<file path="config.mk">
export PLATFORM = sky130hd
export DESIGN_NAME = mps_host_flat
export DESIGN_NICKNAME = d
export VERILOG_FILES = /design/src/include/mps_pkg.sv /design/src/include/mps_link_if.sv /design/src/rtl/mps_host.sv /design/src/flat_wrapper.sv
export VERILOG_INCLUDE_DIRS = /design/src /design/src/include
export SDC_FILE = /design/constraint.sdc
export NUM_CORES = 1
export LEC_CHECK = 0
export ABC_AREA = 0
export CAP_MARGIN = 20
export CORE_UTILIZATION = 58
export CTS_CLUSTER_DIAMETER = 60
export DETAILED_ROUTE_END_ITERATION = 16
export DONT_BUFFER_PORTS = 1
export GPL_TIMING_DRIVEN = 0
export HOLD_SLACK_MARGIN = 0.15
export PLACE_DENSITY_LB_ADDON = 0.15
export SLEW_MARGIN = 5
export SYNTH_ARGS = -nofsm -noshare
export SYNTH_HDL_FRONTEND = slang
export SYNTH_SLANG_ARGS = --single-unit
</file>
<file path="constraint.sdc">
create_clock -name core_clk -period 3.2 [get_ports core_clk]
set_clock_uncertainty 0.2 [all_clocks]
set_input_delay 0.48 -clock core_clk [delete_from_list [all_inputs] [get_ports core_clk]]
set_output_delay 0.48 -clock core_clk [all_outputs]
set_load 0.05 [all_outputs]
</file>
<file path="src/include/mps_cfg.svh">
// Timing constants for the module power-off and reset sequencer.
`ifndef MPS_CFG_SVH
`define MPS_CFG_SVH
`define MPS_CLK_HZ         32'h05f5e100
`define MPS_TICK_HZ        32'h000003e8
`define MPS_KEY_OFF_MS     16'h03e8
`define MPS_KEY_ON_MS      16'h0064
`define MPS_RST_ON_MS      16'h0032
`define MPS_MUX_EXTRA_MS   16'h09c4
`define MPS_PIN_HOLD_MS    16'h0bb8
`define MPS_OFF_ROUTINE_MS 16'h00c8
`define MPS_SAVE_MS        16'h0064
`define MPS_BOOT_RST_MS    16'h0064
`define MPS_RESP_TO_MS     16'h2710
`define MPS_DEB_MS         16'h0002
`endif

</file>
<file path="src/include/mps_pkg.sv">
// Types shared by both ends of the power sequencing link.
package mps_pkg;
   typedef enum logic [1:0] {
      cmd_power_off,
      cmd_function_reset,
      cmd_thermal_supervisor
   } mps_cmd_t;
   typedef enum logic [2:0] {
      ds_no_power,
      ds_power_off,
      ds_reset_arm,
      ds_reset_held,
      ds_boot,
      ds_on,
      ds_off_routine,
      ds_save
   } mps_dev_state_t;
   typedef enum logic [3:0] {
      hs_no_supply,
      hs_off,
      hs_key_on,
      hs_boot,
      hs_ready,
      hs_key_off,
      hs_cmd,
      hs_wait_off,
      hs_rst
   } mps_host_state_t;
   typedef enum logic [3:0] {
      op_supply_on,
      op_supply_off,
      op_start_key,
      op_start_rst,
      op_off_key,
      op_off_cmd,
      op_reset_cmd,
      op_thermal_cmd,
      op_hw_reset
   } mps_op_t;
endpackage : mps_pkg

</file>
<file path="src/include/mps_link_if.sv">
// Link between host and module: supply, open-drain key and reset, commands, sense lines.
`timescale 1ns/100ps
interface mps_link_if;
   logic              main_supply_on;
   logic              power_key_o;
   logic              power_key_oe;
   logic              reset_o;
   logic              reset_oe;
   logic              power_key_input_n;
   logic              reset_input_n;
   logic              cmd_valid;
   mps_pkg::mps_cmd_t cmd_op;
   logic              cmd_arg;
   logic              resp_ok;
   logic              interface_supply;
   logic              backup_clock_supply;
   logic              dev_pins_oe;
   logic              host_pins_oe;

   // Open-drain lines with pull-ups: low only while the host drives a low.
   assign power_key_input_n = !(power_key_oe && !power_key_o);
   assign reset_input_n     = !(reset_oe && !reset_o);

   modport dev_mp (
      input  main_supply_on, power_key_input_n, reset_input_n, cmd_valid, cmd_op, cmd_arg, host_pins_oe,
      output resp_ok, interface_supply, backup_clock_supply, dev_pins_oe
   );
   modport host_mp (
      output main_supply_on, power_key_o, power_key_oe, reset_o, reset_oe, cmd_valid, cmd_op, cmd_arg,
      output host_pins_oe,
      input  resp_ok, interface_supply, backup_clock_supply, dev_pins_oe
   );
endinterface : mps_link_if

</file>
<file path="src/rtl/mps_host.sv">
// Host end: supply control, key and reset pulses, commands and safe pin release.
`timescale 1ns/100ps
`include "mps_cfg.svh"
module mps_host #(
   parameter int unsigned TICK_CYCLES  = `MPS_CLK_HZ / `MPS_TICK_HZ,
   parameter logic [15:0] KEY_OFF_MS   = `MPS_KEY_OFF_MS,
   parameter logic [15:0] KEY_ON_MS    = `MPS_KEY_ON_MS,
   parameter logic [15:0] RST_ON_MS    = `MPS_RST_ON_MS,
   parameter logic [15:0] MUX_EXTRA_MS = `MPS_MUX_EXTRA_MS,
   parameter logic [15:0] PIN_HOLD_MS  = `MPS_PIN_HOLD_MS,
   parameter logic [15:0] RESP_TO_MS   = `MPS_RESP_TO_MS,
   parameter logic [15:0] DEB_MS       = `MPS_DEB_MS
) (
   input  wire logic             core_clk,
   input  wire logic             sys_rst,
   mps_link_if.host_mp           link,
   input  wire logic             req_valid,
   input  wire mps_pkg::mps_op_t req_op,
   input  wire logic             req_arg,
   output logic                  req_ready,
   output logic                  module_up,
   output logic                  cmd_fail,
   output mps_pkg::mps_host_state_t host_state
);
   localparam int unsigned TW = (TICK_CYCLES > 1) ? $clog2(TICK_CYCLES) : 1;

   generate
      if (TICK_CYCLES < 2) begin : g_bad_tick
         $error("TICK_CYCLES must be at least 2.");
      end
   endgenerate

   mps_pkg::mps_host_state_t state_q, state_d;
   logic [TW-1:0]            div_q;
   logic [15:0]              ms_q, deb_q;
   logic                     vint_s1_q, vint_s2_q, vint_ok_q;
   logic                     vcc_q, cmd_v_q, cmd_arg_q, mux_q, ready_q, up_q, fail_q, pins_q;
   logic                     key_oe_q, rst_oe_q;
   mps_pkg::mps_cmd_t        cmd_op_q, cmd_op_d;

   wire tick      = (div_q == TW'(TICK_CYCLES - 1));
   wire st_change = (state_d != state_q);
   wire take      = req_valid && ready_q;
   wire timeout   = (ms_q > RESP_TO_MS);

   always_ff @(posedge core_clk or posedge sys_rst) begin
      if (sys_rst) begin
         vint_s1_q <= 1'b0;
         vint_s2_q <= 1'b0;
         vint_ok_q <= 1'b0;
         deb_q     <= 16'h0000;
         div_q     <= '0;
         ms_q      <= 16'h0000;
      end else begin
         vint_s1_q <= link.interface_supply;
         vint_s2_q <= vint_s1_q;
         // Sense is accepted only once stable.
         deb_q     <= (vint_s2_q == vint_ok_q) ? 16'h0000 : (tick ? deb_q + 16'h0001 : deb_q);
         vint_ok_q <= (deb_q > DEB_MS) ? vint_s2_q : vint_ok_q;
         div_q     <= tick ? '0 : div_q + TW'(1);
         ms_q      <= st_change ? 16'h0000 : ((tick && ms_q != 16'hffff) ? ms_q + 16'h0001 : ms_q);
      end
   end

   always_comb begin
      state_d  = state_q;
      cmd_op_d = cmd_op_q;
      unique case (state_q)
         mps_pkg::hs_no_supply: begin
            if (take && req_op == mps_pkg::op_supply_on) begin
               state_d = mps_pkg::hs_boot;
            end
         end
         mps_pkg::hs_off: begin
            if (take && req_op == mps_pkg::op_supply_off) begin
               state_d = mps_pkg::hs_no_supply;
            end else if (take && req_op == mps_pkg::op_start_key) begin
               state_d = mps_pkg::hs_key_on;
            end else if (take && req_op == mps_pkg::op_start_rst) begin
               state_d = mps_pkg::hs_rst;
            end
         end
         mps_pkg::hs_key_on: begin
            if (ms_q > KEY_ON_MS) begin
               state_d = mps_pkg::hs_boot;
            end
         end
         mps_pkg::hs_boot: begin
            // Pins released only after the hold time.
            if (vint_ok_q && ms_q > PIN_HOLD_MS) begin
               state_d = mps_pkg::hs_ready;
            end
         end
         mps_pkg::hs_ready: begin
            if (take && req_op == mps_pkg::op_off_key) begin
               state_d = mps_pkg::hs_key_off;
            end else if (take && req_op == mps_pkg::op_hw_reset) begin
               state_d = mps_pkg::hs_rst;
            end else if (take && req_op == mps_pkg::op_off_cmd) begin
               state_d  = mps_pkg::hs_cmd;
               cmd_op_d = mps_pkg::cmd_power_off;
            end else if (take && req_op == mps_pkg::op_reset_cmd) begin
               state_d  = mps_pkg::hs_cmd;
               cmd_op_d = mps_pkg::cmd_function_reset;
            end else if (take && req_op == mps_pkg::op_thermal_cmd) begin
               state_d  = mps_pkg::hs_cmd;
               cmd_op_d = mps_pkg::cmd_thermal_supervisor;
            end
         end
         mps_pkg::hs_key_off: begin
            // Hold the key low past one second.
            if (ms_q > KEY_OFF_MS) begin
               state_d = mps_pkg::hs_wait_off;
            end
         end
         mps_pkg::hs_cmd: begin
            if (link.resp_ok) begin
               unique case (cmd_op_q)
                  mps_pkg::cmd_power_off:      state_d = mps_pkg::hs_wait_off;
                  mps_pkg::cmd_function_reset: state_d = mps_pkg::hs_boot;
                  default:                     state_d = mps_pkg::hs_ready;
               endcase
            // No reply in time forces a hardware reset.
            end else if (timeout) begin
               state_d = mps_pkg::hs_rst;
            end
         end
         mps_pkg::hs_wait_off: begin
            if (!vint_ok_q && (!mux_q || ms_q > MUX_EXTRA_MS)) begin
               state_d = mps_pkg::hs_off;
            end
         end
         mps_pkg::hs_rst: begin
            if (ms_q > RST_ON_MS) begin
               state_d = mps_pkg::hs_boot;
            end
         end
         default: begin
            state_d = mps_pkg::hs_no_supply;
         end
      endcase
   end

   // Supply held except in the no-supply state.
   wire vcc_d   = (state_d != mps_pkg::hs_no_supply);
   wire ready_d = (state_d == mps_pkg::hs_no_supply) || (state_d == mps_pkg::hs_off) ||
                  (state_d == mps_pkg::hs_ready);
   wire pins_d  = (state_d == mps_pkg::hs_ready) || (state_d == mps_pkg::hs_cmd) ||
                  (state_d == mps_pkg::hs_key_off);
   wire key_oe_d = (state_d == mps_pkg::hs_key_on) || (state_d == mps_pkg::hs_key_off);
   wire rst_oe_d = (state_d == mps_pkg::hs_rst);

   always_ff @(posedge core_clk or posedge sys_rst) begin
      if (sys_rst) begin
         state_q   <= mps_pkg::hs_no_supply;
         cmd_op_q  <= mps_pkg::cmd_power_off;
         cmd_v_q   <= 1'b0;
         cmd_arg_q <= 1'b0;
         mux_q     <= 1'b0;
         vcc_q     <= 1'b0;
         ready_q   <= 1'b0;
         up_q      <= 1'b0;
         fail_q    <= 1'b0;
         pins_q    <= 1'b0;
         key_oe_q  <= 1'b0;
         rst_oe_q  <= 1'b0;
      end else begin
         state_q   <= state_d;
         cmd_op_q  <= cmd_op_d;
         cmd_v_q   <= (state_q == mps_pkg::hs_ready) && (state_d == mps_pkg::hs_cmd);
         cmd_arg_q <= take ? req_arg : cmd_arg_q;
         mux_q     <= (take && req_op == mps_pkg::op_off_cmd) ? req_arg :
                      ((take && req_op == mps_pkg::op_off_key) ? 1'b0 : mux_q);
         vcc_q     <= vcc_d;
         ready_q   <= ready_d;
         up_q      <= (state_d == mps_pkg::hs_ready);
         fail_q    <= (state_q == mps_pkg::hs_cmd) && !link.resp_ok && timeout;
         pins_q    <= pins_d;
         key_oe_q  <= key_oe_d;
         rst_oe_q  <= rst_oe_d;
      end
   end

   assign link.main_supply_on = vcc_q;
   assign link.power_key_o    = 1'b0;
   assign link.power_key_oe   = key_oe_q;
   assign link.reset_o        = 1'b0;
   assign link.reset_oe       = rst_oe_q;
   assign link.cmd_valid      = cmd_v_q;
   assign link.cmd_op         = cmd_op_q;
   assign link.cmd_arg        = cmd_arg_q;
   assign link.host_pins_oe   = pins_q;
   assign req_ready           = ready_q;
   assign module_up           = up_q;
   assign cmd_fail            = fail_q;
   assign host_state          = state_q;
endmodule : mps_host

</file>
<file path="src/flat_wrapper.sv">
// flat-port wrapper written by rule: the top's interface ports become plain ports
module mps_host_flat 
#(
   parameter int unsigned TICK_CYCLES  = `MPS_CLK_HZ / `MPS_TICK_HZ,
   parameter logic [15:0] KEY_OFF_MS   = `MPS_KEY_OFF_MS,
   parameter logic [15:0] KEY_ON_MS    = `MPS_KEY_ON_MS,
   parameter logic [15:0] RST_ON_MS    = `MPS_RST_ON_MS,
   parameter logic [15:0] MUX_EXTRA_MS = `MPS_MUX_EXTRA_MS,
   parameter logic [15:0] PIN_HOLD_MS  = `MPS_PIN_HOLD_MS,
   parameter logic [15:0] RESP_TO_MS   = `MPS_RESP_TO_MS,
   parameter logic [15:0] DEB_MS       = `MPS_DEB_MS
)
  (core_clk, sys_rst, req_valid, req_op, req_arg, req_ready, module_up, cmd_fail, host_state, link_main_supply_on, link_power_key_o, link_power_key_oe, link_reset_o, link_reset_oe, link_cmd_valid, link_cmd_op, link_cmd_arg, link_host_pins_oe, link_resp_ok, link_interface_supply, link_backup_clock_supply, link_dev_pins_oe);
  mps_link_if link_i ();
  input  wire logic core_clk;
  input  wire logic sys_rst;
  input  wire logic req_valid;
  input  wire mps_pkg::mps_op_t req_op;
  input  wire logic req_arg;
  output logic req_ready;
  output logic module_up;
  output logic cmd_fail;
  output mps_pkg::mps_host_state_t host_state;
  output wire logic [$bits(link_i.main_supply_on)-1:0] link_main_supply_on;
  output wire logic [$bits(link_i.power_key_o)-1:0] link_power_key_o;
  output wire logic [$bits(link_i.power_key_oe)-1:0] link_power_key_oe;
  output wire logic [$bits(link_i.reset_o)-1:0] link_reset_o;
  output wire logic [$bits(link_i.reset_oe)-1:0] link_reset_oe;
  output wire logic [$bits(link_i.cmd_valid)-1:0] link_cmd_valid;
  output wire logic [$bits(link_i.cmd_op)-1:0] link_cmd_op;
  output wire logic [$bits(link_i.cmd_arg)-1:0] link_cmd_arg;
  output wire logic [$bits(link_i.host_pins_oe)-1:0] link_host_pins_oe;
  input wire logic [$bits(link_i.resp_ok)-1:0] link_resp_ok;
  input wire logic [$bits(link_i.interface_supply)-1:0] link_interface_supply;
  input wire logic [$bits(link_i.backup_clock_supply)-1:0] link_backup_clock_supply;
  input wire logic [$bits(link_i.dev_pins_oe)-1:0] link_dev_pins_oe;
  assign link_main_supply_on = link_i.main_supply_on;
  assign link_power_key_o = link_i.power_key_o;
  assign link_power_key_oe = link_i.power_key_oe;
  assign link_reset_o = link_i.reset_o;
  assign link_reset_oe = link_i.reset_oe;
  assign link_cmd_valid = link_i.cmd_valid;
  assign link_cmd_op = link_i.cmd_op;
  assign link_cmd_arg = link_i.cmd_arg;
  assign link_host_pins_oe = link_i.host_pins_oe;
  assign link_i.resp_ok = link_resp_ok;
  assign link_i.interface_supply = link_interface_supply;
  assign link_i.backup_clock_supply = link_backup_clock_supply;
  assign link_i.dev_pins_oe = link_dev_pins_oe;
  mps_host #(.TICK_CYCLES(TICK_CYCLES), .KEY_OFF_MS(KEY_OFF_MS), .KEY_ON_MS(KEY_ON_MS), .RST_ON_MS(RST_ON_MS), .MUX_EXTRA_MS(MUX_EXTRA_MS), .PIN_HOLD_MS(PIN_HOLD_MS), .RESP_TO_MS(RESP_TO_MS), .DEB_MS(DEB_MS)) u_core (.core_clk(core_clk), .sys_rst(sys_rst), .link(link_i), .req_valid(req_valid), .req_op(req_op), .req_arg(req_arg), .req_ready(req_ready), .module_up(module_up), .cmd_fail(cmd_fail), .host_state(host_state));
endmodule
</file>
Word level (Yosys, flattened, before mapping)
Index checks and enable logic that the tools add are counted.

$add $sub $neg: 3. Magnitude comparators: 7. Eq/ne operators: 27. Multiplexer cells: 28. Bitwise gates (word level): 2. Reductions and logical operators: 35.

Operators by type and width (number): 16-bit 2-to-1 mux (4); 4-bit 2-to-1 mux (16); 4-bit by 3-bit == test with 1-bit output (second input constant) (11); 4-bit one-hot mux with 9 select lines (1); 16-bit by 1-bit adder with 16-bit output (second input constant) (2); 16-bit by 12-bit > comparator with 1-bit output (second input constant) (2); 4-bit by 2-bit == test with 1-bit output (second input constant) (5); 17-bit by 1-bit adder with 17-bit output (second input constant) (1); 17-bit == test (second input constant) (1); 17-bit 2-to-1 mux (1); 16-bit by 10-bit > comparator with 1-bit output (second input constant) (1); 16-bit by 14-bit > comparator with 1-bit output (second input constant) (1); 16-bit by 2-bit > comparator with 1-bit output (second input constant) (1); 16-bit by 6-bit > comparator with 1-bit output (second input constant) (1); 16-bit by 7-bit > comparator with 1-bit output (second input constant) (1); 1-bit logical AND (16); 16-bit != test (second input constant) (1); 4-bit by 1-bit == test with 1-bit output (second input constant) (3); 4-bit == test (second input constant) (3); 4-bit logical NOT (3); 1-bit logical OR (6); 2-bit 2-to-1 mux (3); 3-bit one-hot mux with 2 select lines (1); 2-bit nonzero test (3); 10 further kinds (14).

Register bits: 68. Output and inout bits: 17. Logic and storage cells: 120.

Longest topological paths before layout
Word-level depth: 11. Mapped depth: 10.

Least setup slack after synthesis
OpenSTA, ideal clock, no wires.

Path type: reg-to-reg. Start: reg u_core.state_q[3] (netlist: u_core.host_state[3]). End: reg u_core.ms_q[10]. Setup time: 0.145 ns. Arrival time: 2.816 ns. Setup slack: 0.039 ns. Cell stages (with the launch flop): 9. Path buffers: 2. Period minus slack after synthesis: 3.161 ns. Cell sequence: dfrtp_1 -> buf_4 -> nor2_1 -> and3_1 -> and2b_1 -> or4_4 -> o31ai_1 -> clkbuf_8 -> a211oi_2.

Cells in the longest elaborated chain, start to end: 8.

RTL lines: from (decl) (line mps_host.sv:33) `mps_pkg::mps_host_state_t state_q, state_d;`; from (signal assigned) (line mps_host.sv:155) `state_q <= mps_pkg::hs_no_supply;`; from (signal assigned) (line mps_host.sv:168) `state_q <= state_d;`; 4-bit 2-to-1 mux (line mps_host.sv:105) `end else if (take && req_op == mps_pkg::op_thermal_cmd) begin`; 4-bit 2-to-1 mux (line mps_host.sv:102) `end else if (take && req_op == mps_pkg::op_reset_cmd) begin`; 4-bit 2-to-1 mux (line mps_host.sv:99) `end else if (take && req_op == mps_pkg::op_off_cmd) begin`; 4-bit 2-to-1 mux (line mps_host.sv:97) `end else if (take && req_op == mps_pkg::op_hw_reset) begin`; 4-bit 2-to-1 mux (line mps_host.sv:95) `if (take && req_op == mps_pkg::op_off_key) begin`; 4-bit one-hot mux with 9 select lines (line mps_host.sv:68) `unique case (state_q)`; 4-bit != test (*) (line mps_host.sv:42) `wire st_change = (state_d != state_q);`; 16-bit 2-to-1 mux or 2-bit nonzero test (tied branches); to (signal assigned) (line mps_host.sv:61) `ms_q <= st_change ? 16'h0000 : ((tick && ms_q != 16'hffff) ? ms_q + 16'h0001 : ms_q);`; to (decl) (line mps_host.sv:35) `logic [15:0] ms_q, deb_q;`.

Every way passes the cells marked *; elsewhere a longest branch is shown, timed or not. A chain may end at the register's enable or synchronous reset.

Worst setup path in the final report
Start: reg u_core.state_q[3] (netlist: u_core.host_state[3]). End: reg u_core.ms_q[3].

The elaborated chain is that of the path after synthesis.

==> impl_metrics.env <==
export IMPL_cts_path_max_buffers=2
export IMPL_die_w_um=85.32
export IMPL_cts_tree="built"
export IMPL_firstDrtPassIters=7
export IMPL_cp_required_ns=3.27
export IMPL_drv_slew=0
export IMPL_avgViaCountPerCell=6.241
export IMPL_synthTopCellsByArea="dfrtp_1 (42%), xnor2_1 (5.2%), xor2_1 (3.9%), nor2_1 (3.4%), a211oi_2 (3.1%)"
export IMPL_synth_area_leader_cell="dfrtp_1"
export IMPL_dp_hpwl_um=5944
export IMPL_h_tree_depth=3
export IMPL_areaGrowthSynthToFinish_pct=15.16
export IMPL_ir_drop_v=0.0003164
export IMPL_wl_per_cell_um=16.74
export IMPL_max_freq_ghz=0.3151
export IMPL_totalWireLength_um=8839
export IMPL_max_cap_violations=0
export IMPL_drt_iter0_drc=232
export IMPL_placed_cells=491
export IMPL_hold_slack_ns=0.1497
export IMPL_clk_latency_ns=0.37
export IMPL_synthDistinctLibCells=67
export IMPL_power_density_mw_per_mm2=480.7
export IMPL_finalSetupViolations=0
export IMPL_track_usage_pct=25.18
export IMPL_p_leak_nw=1.945
export IMPL_critPathKind="flip-flop to flip-flop"
export IMPL_stdcell_count=528
export IMPL_avgSynthCellArea_um2=9.844
export IMPL_antenna_cells=0
export IMPL_final_util_pct=68.63
export IMPL_arrival_ns=3.24
export IMPL_io_pins=29
export IMPL_gp_congestion=0.8560
export IMPL_synth_seq_cells=68
export IMPL_grt_pass1_wl_um=14210
export IMPL_synthCells=409
export IMPL_ys_async_sr_fraction_pct=100.0
export IMPL_drive_above_1_share_pct=20.31
export IMPL_finalCritPeriodShare_pct=99.17
export IMPL_drcViolationCount=0
export IMPL_yosysSeqAreaShare_pct=42.26
export IMPL_worstMarginPinSlew_ns=0.8165
export IMPL_cts_num_sinks=68
export IMPL_tns_ns=0
export IMPL_synth_top_area_share_pct=42.26
export IMPL_slew_headroom_pct=45.56
export IMPL_status="finished, final reports clean"
export IMPL_dieHeight_um=85.32
export IMPL_finalCriticalPeriod_ns=3.174
export IMPL_grt_max_degree=69
export IMPL_hold_path_class="flip-flop to flip-flop"
export IMPL_final_nets=460
export IMPL_ant_nets=0
export IMPL_worstPathMaxFanout=9
export IMPL_clk_pin_slew_worst_paths_ns=0.10
export IMPL_vias=3295
export IMPL_initial_core_util_pct=59.59
export IMPL_crit_path_start_kind="flip-flop"
export IMPL_synth_warnings=0
export IMPL_synth_edf_count=0
export IMPL_cts_buffers=9
export IMPL_synth_most_common_cell="dfrtp_1"
export IMPL_cts_root_buf="clkbuf_8"
export IMPL_port_buffers=0
export IMPL_dieArea_mm2=0.007280
export IMPL_antenna_found_initial=0
export IMPL_row_count=30
export IMPL_power_mw=2.229
export IMPL_fp_coreArea_mm2=0.006756
export IMPL_grt_setup_unrepaired="yes"
export IMPL_hold_viol_final=0
export IMPL_synth_ff_type="dfrtp_1"
export IMPL_cp_end_kind="flip-flop"
export IMPL_synth_common_cells="dfrtp_1 (68), nor2_1 (37), xnor2_1 (24)"
export IMPL_gr_total_overflow=0
export IMPL_grt_pass1_vias=3004
export IMPL_netlist_area_mm2=0.004026
metal layers:
metal / up-vias / part of all wire [%] / track usage, %
met1: 1626 / 45 / 33.88
met4: 0 / 2.0 / 11.06
met5: - / 0 / 0
met3: 17 / 4.4 / 5.350
met2: 89 / 49 / 39.52
li1: 1563 / - / -
timing repair:
| action | CTS | global route |
|---|---|---|
| cloned | 0 | 1 |
| setup endpoints to repair | 17 | 18 |
| pin swaps | 0 | 17 |
| endpoints found under the hold margin | 74 | 0 |
| buffers inserted | 1 | 13 |
| hold buffers | 7 | 0 |
| gates resized for setup | 12 | 18 |
through the flow:
stage	cell area, um^2	worst slack (ns)
after floorplan	4030	0.03897
after global placement	4130	-0.4667
after detailed placement	4136	-0.5194
after CTS	4454	0.01129
after global routing	4637	-0.07097
final	4637	0.02646
power breakdown:
part           leakage [nW]  switching [mW]  total [mW]  internal (mW)
combinational         0.941           0.259       0.468          0.208
clock                0.0958           0.367       0.731          0.363
sequential            0.908           0.136        1.03          0.895
total                  1.94           0.763        2.23           1.47
cells in the final DEF (no fill, tap or decap), types with 11 or more instances in the layout:
master / n
a211oi_2: 12
buf_4: 19
clkbuf_8: 13
dfrtp_1: 63
inv_1: 18
nand2_1: 23
nand3_1: 19
nand4_1: 11
nor2_1: 37
nor3_1: 16
o21ai_0: 11
xnor2_1: 24
xor2_1: 18
flip-flops by register name, indices dropped and copies added (netlist names):
register,count
u_core.link.power_key_oe,1
u_core.div_q,17
u_core.vint_s1_q,1
u_core.link.host_pins_oe,1
u_core.deb_q,16
u_core.link.reset_oe,1
u_core.host_state,4
u_core.vint_ok_q,1
u_core.req_ready,1
u_core.vint_s2_q,1
u_core.module_up,1
u_core.cmd_fail,1
u_core.link.cmd_op,2
u_core.link.cmd_valid,1
u_core.link.main_supply_on,1
u_core.mux_q,1
u_core.link.cmd_arg,1
u_core.ms_q,16
logic make-up (layout without fill, tap and decap cells):
family,Yosys count,after routing,synth area share (%)
and+or+nand+nor,178,178,24.89
AOI/OAI and AO/OA,72,72,14.39
DFF,68,68,42.26
xor gates and xnor gates,42,42,9.136
buffers and inverters,40,78,6.836
adders and majority gates,5,5,1.554
muxes,3,3,0.8390
other,1,2,0.09314
final timing paths:
kind / from / to / slack (ns) / cells after the start
setup / recovery: u_core.host_state[3] / u_core.ms_q[3] / 0.03 / 8
hold / removal: u_core.vint_s1_q / u_core.vint_s2_q / 0.15 / 0
setup reg to reg: u_core.host_state[3] / u_core.ms_q[3] / 0.03 / 8
hold reg to reg: u_core.vint_s1_q / u_core.vint_s2_q / 0.15 / 0
max in group asynchronous: sys_rst / u_core.host_state[0] / 1.66 / 2
min in group asynchronous: sys_rst / u_core.host_state[3] / 0.56 / 2
worst max-delay path, stage by stage (launching register included):
cell and delay (ns):
dfrtp_2 0.55, buf_6 0.18, and4b_1 0.23, nand4_1 0.10, o21ai_0 0.18, or4_4 0.59
or4_4 0.64, clkbuf_16 0.20, a211oi_2 0.20
layout make-up:
| type | instances | area [um^2] |
|---|---|---|
| sequential | 68 | 1708 |
| clock inverter | 7 | 76.32 |
| fill | 527 | 2120 |
| inverter | 19 | 73.82 |
| clock buffer | 9 | 123.9 |
| multi-input combinational | 302 | 2152 |
| tap | 80 | 100.1 |
| buffer | 20 | 198.9 |
| timing repair buffer | 23 | 203.9 |
Note: power is estimated with default switching activity, not from simulation.
